==> config.mk <==
export PLATFORM = sky130hd
export DESIGN_NAME = alsc_top
export DESIGN_NICKNAME = d
export VERILOG_FILES = /design/src/rtl/alsc_pkg.sv /design/src/rtl/alsc_top.sv
export SDC_FILE = /design/constraint.sdc
export NUM_CORES = 1
export LEC_CHECK = 0
export BUFFER_PORTS_ARGS = -buffer_cell sky130_fd_sc_hd__buf_2
export CORE_MARGIN = 1
export CORE_UTILIZATION = 35
export CTS_CLUSTER_SIZE = 28
export DETAILED_ROUTE_END_ITERATION = 16
export SLEW_MARGIN = 20
export SYNTH_ARGS = -nofsm -noshare
export SYNTH_HDL_FRONTEND = slang
export SYNTH_SLANG_ARGS = --single-unit
export TNS_END_PERCENT = 20
==> constraint.sdc <==
create_clock -name sys_clk -period 1.9 [get_ports sys_clk]
set_input_delay 0.19 -clock sys_clk [delete_from_list [all_inputs] [get_ports sys_clk]]
set_output_delay 0.19 -clock sys_clk [all_outputs]
set_load 0.01 [all_outputs]
==> src/rtl/alsc_pkg.sv <==
// constants and types for the converter list and status control block
`default_nettype none
package alsc_pkg;
  // ------------------------------------------------------------------
  // register indices (byte address is four times the index)
  // ------------------------------------------------------------------
  localparam logic [5:0] CONTROL_IDX = 6'h00;
  localparam logic [5:0] CONVERTER_STATUS_IDX = 6'h02;
  localparam logic [5:0] IRQ_STATUS_IDX = 6'h03;
  localparam logic [5:0] IRQ_MASK_IDX = 6'h04;
  localparam logic [5:0] FLAG_SELECT_IDX = 6'h05;

  // ------------------------------------------------------------------
  // control register fields
  // ------------------------------------------------------------------
  localparam int CTL_ENABLE_BIT = 0;
  localparam int CTL_SPECIAL_ACCESS_BIT = 1;
  localparam int CTL_CMD_BMOD_BIT = 2;
  localparam int CTL_RES_BMOD_BIT = 3;
  localparam int CTL_LOAD_OK_BIT = 4;
  localparam int CTL_RESTART_BIT = 5;
  localparam int CTL_SOFT_RESET_BIT = 6;

  // ------------------------------------------------------------------
  // converter status fields
  // ------------------------------------------------------------------
  localparam int STS_CMD_SEL_BIT = 7;
  localparam int STS_RES_SEL_BIT = 6;
  localparam int STS_DBL_ERR_BIT = 5;
  localparam int STS_READY_BIT = 3;

  // ------------------------------------------------------------------
  // interrupt status and mask fields, flag select field
  // ------------------------------------------------------------------
  localparam int IRQ_DBL_ERR_BIT = 0;
  localparam int IRQ_SEQ_DONE_BIT = 1;
  localparam int IRQ_ABORT_DONE_BIT = 2;
  localparam int IRQ_WIDTH = 3;
  localparam int SEL_WIDTH = 4;
  localparam int FLAG_LSB = 16;

  // ------------------------------------------------------------------
  // reset values
  // ------------------------------------------------------------------
  localparam logic [31:0] DATA_ZERO = 32'h0000_0000;
  localparam logic [IRQ_WIDTH-1:0] IRQ_RESET = 3'h0;
  localparam logic [SEL_WIDTH-1:0] SEL_RESET = 4'h0;

  // sequencer states
  typedef enum logic [1:0] {
    ALSC_IDLE,
    ALSC_RUN,
    ALSC_ABORT,
    ALSC_HALT
  } alsc_seq_type;
endpackage : alsc_pkg
`default_nettype wire

==> src/rtl/alsc_top.sv <==
// converter list selection, status flags and interrupt logic
`default_nettype none
module alsc_top #(
  parameter int ADDR_WIDTH = 8,
  parameter int FLAG_COUNT = 15
) (
  input wire logic sys_clk,
  input wire logic nrst,
  input wire logic [ADDR_WIDTH-1:0] avs_address,
  input wire logic avs_read,
  input wire logic avs_write,
  input wire logic [31:0] avs_writedata,
  output logic [31:0] avs_readdata,
  output logic avs_waitrequest,
  input wire logic sequence_done,
  input wire logic sequence_abort,
  input wire logic abort_done,
  input wire logic first_result_stored,
  input wire logic ecc_error_load,
  input wire logic ecc_error_store,
  output logic command_list_select,
  output logic result_list_select,
  output logic double_bit_error_flag,
  output logic ready,
  output logic sequence_active,
  output logic sequence_start,
  output logic [FLAG_COUNT-1:0] conversion_interrupt_flags,
  output logic irq
);

  // ------------------------------------------------------------------
  // elaboration checks
  // ------------------------------------------------------------------
  // the word index is cut from address bits 7 down to 2
  if (ADDR_WIDTH < 8 || ADDR_WIDTH > 16) begin : g_bad_addr
    $error("address width must lie between 8 and 16");
  end
  if (FLAG_COUNT != (1 << alsc_pkg::SEL_WIDTH) - 1) begin : g_bad_flags
    $error("flag count must match the four-bit selector");
  end

  // ------------------------------------------------------------------
  // state
  // ------------------------------------------------------------------
  typedef struct packed {
    alsc_pkg::alsc_seq_type seq;
    logic enable;
    logic special_mode_access;
    logic command_list_buffer_mode;
    logic result_list_buffer_mode;
    logic load_ok;
    logic restart_request;
    logic command_list_select;
    logic result_list_select;
    logic double_bit_error_flag;
    logic result_list_primed;
    logic ready;
    logic start;
    logic active;
    logic [alsc_pkg::SEL_WIDTH-1:0] interrupt_flag_selector;
    logic [FLAG_COUNT-1:0] flags;
    logic [alsc_pkg::IRQ_WIDTH-1:0] irq_status;
    logic [alsc_pkg::IRQ_WIDTH-1:0] irq_mask;
    logic irq;
    logic waitrequest;
    logic [31:0] readdata;
  } alsc_state_type;

  alsc_state_type cur;
  alsc_state_type next_cur;

  // byte address bits 1:0 are ignored; every register is a whole word
  logic [5:0] word_index;
  assign word_index = avs_address[7:2];

  // ------------------------------------------------------------------
  // next-state logic
  // ------------------------------------------------------------------
  always_comb begin
    logic wr_go;
    logic soft_reset;
    logic sel_writable;
    logic ecc_event;
    logic cmd_toggle;
    logic res_event;
    logic [alsc_pkg::IRQ_WIDTH-1:0] irq_set;
    logic [alsc_pkg::IRQ_WIDTH-1:0] irq_clr;
    logic [31:0] rd;
    wr_go = 1'b0;
    soft_reset = 1'b0;
    sel_writable = 1'b0;
    ecc_event = 1'b0;
    cmd_toggle = 1'b0;
    res_event = 1'b0;
    irq_set = alsc_pkg::IRQ_RESET;
    irq_clr = alsc_pkg::IRQ_RESET;
    rd = alsc_pkg::DATA_ZERO;
    next_cur = cur;
    next_cur.start = 1'b0;

    // bus handshake: one wait cycle, then the access completes
    // waitrequest drops for one cycle only; a fresh request waits a cycle
    next_cur.waitrequest = !((avs_read || avs_write) && cur.waitrequest);
    wr_go = avs_write && !cur.waitrequest;
    sel_writable = !cur.enable || cur.special_mode_access;

    // register writes
    if (wr_go) begin
      unique case (word_index)
        alsc_pkg::CONTROL_IDX: begin
          next_cur.enable = avs_writedata[alsc_pkg::CTL_ENABLE_BIT];
          next_cur.special_mode_access =
            avs_writedata[alsc_pkg::CTL_SPECIAL_ACCESS_BIT];
          next_cur.command_list_buffer_mode =
            avs_writedata[alsc_pkg::CTL_CMD_BMOD_BIT];
          next_cur.result_list_buffer_mode =
            avs_writedata[alsc_pkg::CTL_RES_BMOD_BIT];
          // load-ok and restart are set by software, consumed by hardware
          if (avs_writedata[alsc_pkg::CTL_LOAD_OK_BIT]) begin
            next_cur.load_ok = 1'b1;
          end
          if (avs_writedata[alsc_pkg::CTL_RESTART_BIT]) begin
            next_cur.restart_request = 1'b1;
          end
          soft_reset = avs_writedata[alsc_pkg::CTL_SOFT_RESET_BIT];
        end
        alsc_pkg::CONVERTER_STATUS_IDX: begin
          // error and ready bits ignore writes
          if (sel_writable) begin
            next_cur.command_list_select =
              avs_writedata[alsc_pkg::STS_CMD_SEL_BIT];
            next_cur.result_list_select =
              avs_writedata[alsc_pkg::STS_RES_SEL_BIT];
          end
        end
        alsc_pkg::IRQ_STATUS_IDX: begin
          irq_clr = avs_writedata[alsc_pkg::IRQ_WIDTH-1:0];
        end
        alsc_pkg::IRQ_MASK_IDX: begin
          next_cur.irq_mask = avs_writedata[alsc_pkg::IRQ_WIDTH-1:0];
        end
        alsc_pkg::FLAG_SELECT_IDX: begin
          next_cur.interrupt_flag_selector =
            avs_writedata[alsc_pkg::SEL_WIDTH-1:0];
        end
        default: begin
          // unmapped word: write is dropped
        end
      endcase
    end

    // ecc errors only count while the converter is enabled
    ecc_event = cur.enable && (ecc_error_load || ecc_error_store);

    // sequencer
    unique case (cur.seq)
      alsc_pkg::ALSC_IDLE: begin
        if (cur.enable && cur.restart_request) begin
          // a restart needs load-ok to swap lists in double mode
          cmd_toggle = cur.load_ok && !cur.command_list_buffer_mode;
          next_cur.restart_request = 1'b0;
          if (cur.load_ok) begin
            next_cur.load_ok = 1'b0;
          end
          next_cur.seq = alsc_pkg::ALSC_RUN;
          next_cur.start = 1'b1;
        end
      end
      alsc_pkg::ALSC_RUN: begin
        if (sequence_abort) begin
          next_cur.seq = alsc_pkg::ALSC_ABORT;
        end else if (sequence_done) begin
          next_cur.seq = alsc_pkg::ALSC_IDLE;
          irq_set[alsc_pkg::IRQ_SEQ_DONE_BIT] = 1'b1;
        end
      end
      alsc_pkg::ALSC_ABORT: begin
        // ready stays low until the abort has fully drained
        if (abort_done) begin
          next_cur.seq = alsc_pkg::ALSC_IDLE;
          irq_set[alsc_pkg::IRQ_ABORT_DONE_BIT] = 1'b1;
        end
      end
      alsc_pkg::ALSC_HALT: begin
        // only a soft reset or disable leaves this state
        next_cur.seq = alsc_pkg::ALSC_HALT;
      end
    endcase

    // command list select toggle
    if (cmd_toggle) begin
      next_cur.command_list_select = !cur.command_list_select;
    end

    // result list select toggles once the initial list is stored
    res_event = cur.enable && cur.seq != alsc_pkg::ALSC_HALT &&
                (first_result_stored || sequence_abort);
    if (res_event && !cur.result_list_buffer_mode) begin
      next_cur.result_list_primed = 1'b1;
      if (cur.result_list_primed) begin
        next_cur.result_list_select = !cur.result_list_select;
      end
    end

    // soft reset brings lists and sequencer back to a clean idle
    if (soft_reset) begin
      next_cur.command_list_select = 1'b0;
      next_cur.result_list_select = 1'b0;
      next_cur.double_bit_error_flag = 1'b0;
      next_cur.result_list_primed = 1'b0;
      next_cur.load_ok = 1'b0;
      next_cur.restart_request = 1'b0;
      next_cur.seq = alsc_pkg::ALSC_IDLE;
      next_cur.start = 1'b0;
    end

    // an ecc error in the same cycle as a soft reset still halts
    if (ecc_event) begin
      next_cur.double_bit_error_flag = 1'b1;
      next_cur.seq = alsc_pkg::ALSC_HALT;
      next_cur.start = 1'b0;
      irq_set[alsc_pkg::IRQ_DBL_ERR_BIT] = 1'b1;
    end

    // disabling the converter drops the error and the sequence
    if (!next_cur.enable) begin
      next_cur.double_bit_error_flag = 1'b0;
      next_cur.seq = alsc_pkg::ALSC_IDLE;
      next_cur.start = 1'b0;
      next_cur.result_list_primed = 1'b0;
    end

    // single buffer modes pin the selects low
    if (next_cur.command_list_buffer_mode) begin
      next_cur.command_list_select = 1'b0;
    end
    if (next_cur.result_list_buffer_mode) begin
      next_cur.result_list_select = 1'b0;
    end

    // ready reflects the state being entered
    next_cur.ready = next_cur.seq == alsc_pkg::ALSC_IDLE &&
                     !next_cur.double_bit_error_flag;

    // busy pin from a flop of its own, so a state decode never glitches it
    next_cur.active = next_cur.seq == alsc_pkg::ALSC_RUN ||
                      next_cur.seq == alsc_pkg::ALSC_ABORT;

    // one-hot conversion flags; selector value k lights flag k-1, zero lights none
    next_cur.flags = '0;
    if (next_cur.interrupt_flag_selector != alsc_pkg::SEL_RESET) begin
      next_cur.flags[next_cur.interrupt_flag_selector - 4'h1] = 1'b1;
    end

    // sticky interrupt bits, set wins over a write-one clear
    next_cur.irq_status = (cur.irq_status & ~irq_clr) | irq_set;
    next_cur.irq = |(next_cur.irq_status & next_cur.irq_mask);

    // read data captured in the wait cycle
    // a read held high past its answer is simply taken as a new access
    unique case (word_index)
      alsc_pkg::CONTROL_IDX: begin
        rd[alsc_pkg::CTL_ENABLE_BIT] = cur.enable;
        rd[alsc_pkg::CTL_SPECIAL_ACCESS_BIT] = cur.special_mode_access;
        rd[alsc_pkg::CTL_CMD_BMOD_BIT] = cur.command_list_buffer_mode;
        rd[alsc_pkg::CTL_RES_BMOD_BIT] = cur.result_list_buffer_mode;
        rd[alsc_pkg::CTL_LOAD_OK_BIT] = cur.load_ok;
        rd[alsc_pkg::CTL_RESTART_BIT] = cur.restart_request;
      end
      alsc_pkg::CONVERTER_STATUS_IDX: begin
        rd[alsc_pkg::STS_CMD_SEL_BIT] = cur.command_list_select;
        rd[alsc_pkg::STS_RES_SEL_BIT] = cur.result_list_select;
        rd[alsc_pkg::STS_DBL_ERR_BIT] = cur.double_bit_error_flag;
        rd[alsc_pkg::STS_READY_BIT] = cur.ready;
      end
      alsc_pkg::IRQ_STATUS_IDX: begin
        rd[alsc_pkg::IRQ_WIDTH-1:0] = cur.irq_status;
      end
      alsc_pkg::IRQ_MASK_IDX: begin
        rd[alsc_pkg::IRQ_WIDTH-1:0] = cur.irq_mask;
      end
      alsc_pkg::FLAG_SELECT_IDX: begin
        rd[alsc_pkg::SEL_WIDTH-1:0] = cur.interrupt_flag_selector;
        rd[alsc_pkg::FLAG_LSB +: FLAG_COUNT] = cur.flags;
      end
      default: begin
        rd = alsc_pkg::DATA_ZERO;
      end
    endcase
    if (avs_read && cur.waitrequest) begin
      next_cur.readdata = rd;
    end
  end

  // ------------------------------------------------------------------
  // state register
  // ------------------------------------------------------------------
  always_ff @(posedge sys_clk or negedge nrst) begin
    if (!nrst) begin
      cur <= '0;
      cur.seq <= alsc_pkg::ALSC_IDLE;
      cur.ready <= 1'b1;
      cur.waitrequest <= 1'b1;
      cur.interrupt_flag_selector <= alsc_pkg::SEL_RESET;
      cur.irq_status <= alsc_pkg::IRQ_RESET;
      cur.irq_mask <= alsc_pkg::IRQ_RESET;
      cur.readdata <= alsc_pkg::DATA_ZERO;
    end else begin
      cur <= next_cur;
    end
  end

  // ------------------------------------------------------------------
  // outputs, all straight from the state register
  // ------------------------------------------------------------------
  assign avs_readdata = cur.readdata;
  assign avs_waitrequest = cur.waitrequest;
  assign command_list_select = cur.command_list_select;
  assign result_list_select = cur.result_list_select;
  assign double_bit_error_flag = cur.double_bit_error_flag;
  assign ready = cur.ready;
  assign sequence_active = cur.active;
  assign sequence_start = cur.start;
  assign conversion_interrupt_flags = cur.flags;
  assign irq = cur.irq;

endmodule : alsc_top
`default_nettype wire

==> impl_metrics.py <==
metrics = {
    "place": {
        "pre_cts_ws_ns": 0.0659,
        "place_inst": 524,
        "hpwlAfterDp_um": 5700,
        "place.gp.congestion": 0.831,
        "io_buffer_count": 69,
    },
    "clocking": {
        "worstSkewPairLatency_ns": 0.35,
        "cts_htree_levels": 3,
        "cts_setup_buffers": 0,
        "cts_root_buffer": "clkbuf_8",
        "cts_max_path_buffers": 2,
        "cts_sinks": 65,
        "path_clk_slew_ns": 0.08,
        "cts_tree": "built",
        "cts_buffers": 9,
    },
    "global_route": {
        "grtUsageTotal_pct": 16.1,
        "grt_antenna_before_repair": 0,
        "grt_start_max_net_pins": 47,
        "grt_pass1_vias": 2425,
        "grt_pass1_wl_um": 12200,
        "gr-total-overflow": 0,
    },
    "power": {
        "vdd_ir_drop_max_mv": 0.296,
        "p_leak_nw": 2.01,
        "pwr_density_cell_nw_per_um2": 853,
        "finalPower_mw": 3.35,
    },
    "critical_path": {
        "reg2reg_depth": 7,
        "cp.required_ns": 2.14,
        "slowest_delay_ns": 0.58,
        "crit_cells": 7,
        "cp.arrival_ns": 2.06,
        "end_kind": "flop",
        "critPathTopFamily": "flip-flops",
        "path_cells": "nor4b_4 -> buf_4 -> nand2_1 -> a2bb2oi_1 -> buf_4 -> o31a_1 -> ha_1",
        "cpMostUsedCell": "buf_4",
        "critPathSlowestCell": "dfstp_2",
        "cp-start-kind": "flop",
        "path_class": "reg2reg",
        "crit_fanout": 6,
        "crit_buf_inv": 2,
    },
    "timing": {
        "final.setup.tns_ns": 0,
        "grt_setup_unrepaired": "false",
        "fin_crit_sh_pct": 96.2,
        "max_freq_mhz": 547,
        "min_period_ns": 1.83,
        "setup_viol": 0,
        "skew_ns": 0.00759,
        "worst_pin_slew_ns": 0.492,
        "slew_headroom_pct": 66.7,
        "hold_violations": 0,
        "fin_ws_ns": 0.0730,
        "final_max_slew_viol_count": 0,
    },
    "detailed_routing": {
        "drtAntennaViolNets": 0,
        "wl_um": 7570,
        "num_vias": 2571,
        "dr.pass1.iters": 4,
        "drc": 0,
        "detail_route.wl_per_cell_um": 14.0,
        "first_iter_violations": 115,
        "drt-vias-per-instance": 4.75,
    },
    "floorplan": {
        "start_util_pct": 36.4,
        "die-width_um": 100,
        "ios": 105,
        "die_h_um": 100,
        "row_count": 35,
        "fp.coreArea_um2": 9280,
        "dieArea_um2": 10000,
    },
    "layout": {
        "drive_above_1_share_pct": 31.1,
        "layout.cells.non_filler": 541,
        "multi_input_area_um2": 1330,
        "n_antenna_cell": 0,
        "area_growth_pct": 16.4,
        "nNetsFinal": 458,
        "final_core_util_pct": 42.3,
        "fillers": 942,
        "seqCellArea_um2": 1630,
    },
    "synth": {
        "syn-cell-area_um2": 3380,
        "synth-seq-cells": 65,
        "synth_common_cells": "dfrtp_1, nand2_1, buf_4, nor2_1, o21ai_0",
        "synth_cell_types": 55,
        "synthMostInstantiatedCell": "dfrtp_1",
        "async_flop_share_pct": 100,
        "synthCells": 354,
        "yosys-top-cells-area": "dfrtp_1, buf_4, nand2_1",
        "ys.flop_type": "dfrtp_1",
        "ys_warn_count": 0,
        "yosys.area.top_type": "dfrtp_1",
        "yosysSeqAreaShare_pct": 48.2,
        "syn_avg_cell_area_um2": 9.54,
        "yosys.area.top_type_share_pct": 46.7,
        "synth_edf_count": 0,
    },
    "worst_hold_path": {
        "hold_depth": 2,
        "min_path_type": "in2reg",
    },
    "status": {
        "status": "finished clean",
    },
    "job": {
        "maxCapViolations": 0,
    },
}
## logic make-up (layout without fill, tap and decap cells)
family | count (synthesis) | in the layout | share of synthesized area [%]
DFF | 65 | 65 | 48.2
and+or+nand+nor | 131 | 131 | 19.0
xor gates and xnor gates | 1 | 1 | 0.259
other | 1 | 9 | 0.111
muxes | 18 | 18 | 5.56
AOI/OAI and AO/OA | 67 | 67 | 13.2
adders and majority gates | 1 | 1 | 0.370
buffers and inverters | 70 | 120 | 13.2
## metal layers
| layer | GRT usage [%] | part of all wire [%] | wire length (µm) |
|---|---|---|---|
| met5 | 0 | 0 | 0 |
| met4 | 7.02 | 2.4 | 183 |
| met3 | 5.22 | 6.4 | 483 |
| met2 | 23.4 | 43 | 3250 |
| met1 | 21.7 | 48 | 3650 |
## through the flow
step                      hold slack (ns)  cell area (µm²)
final                              0.0194             3930
after detailed placement            0.183             3690
after global placement              0.176             3690
after global routing               0.0241             3930
after CTS                         0.00829             3930
after floorplan                    -0.106             3410
## repair_timing
item / 4_1_cts / 5_1_grt
setup endpoints to repair: 0 / 0
hold buffers: 1 / 0
hold endpoints to repair: 18 / 0
gates resized for setup: 0 / 0
## state kept, by name (all words and copies together), names as in the netlist
name / cells
conversion_interrupt_flags: 15
sequence_active: 1
result_list_select: 1
double_bit_error_flag: 1
ready: 1
cur: 19
avs_readdata: 23
command_list_select: 1
sequence_start: 1
avs_waitrequest: 1
irq: 1
## worst paths after layout
kind / to / slack (ns) / from
hold reg to reg: avs_readdata[16] / 0.47 / avs_readdata[16]
setup reg to reg: sequence_active / 0.07 / avs_waitrequest
hold / removal: avs_waitrequest / 0.02 / avs_read
min in group asynchronous: cur[66] / 0.33 / nrst
max in group asynchronous: ready / 0.91 / nrst
setup / recovery: sequence_active / 0.07 / avs_waitrequest
## cell usage in the layout (no fill, tap or decap), types with 6 or more instances in the layout
cell type,count
nor2b_1,13
a21oi_1,6
nand2_1,58
buf_2,69
nor2_1,28
nand3_1,10
dfrtp_1,63
buf_4,22
clkbuf_8,9
o21ai_0,28
mux2_2,6
mux2i_1,12
inv_1,11
conb_1,9
## layout make-up
class,instances,share of cell area [%]
Clock buffer,9,3.15
Clock inverter,7,2.61
Inverter,11,1.05
Multi-Input combinational cell,227,33.9
Sequential cell,65,41.4
Tap cell,129,4.11
Timing Repair Buffer,93,13.7
## report_power, final
group / leakage, nW / switching (mW) / internal (mW)
Clock: 0.110 / 0.589 / 0.752
Sequential: 0.856 / 0.0789 / 1.47
Combinational: 1.04 / 0.266 / 0.196
Power figures use the tool's default switching activity.
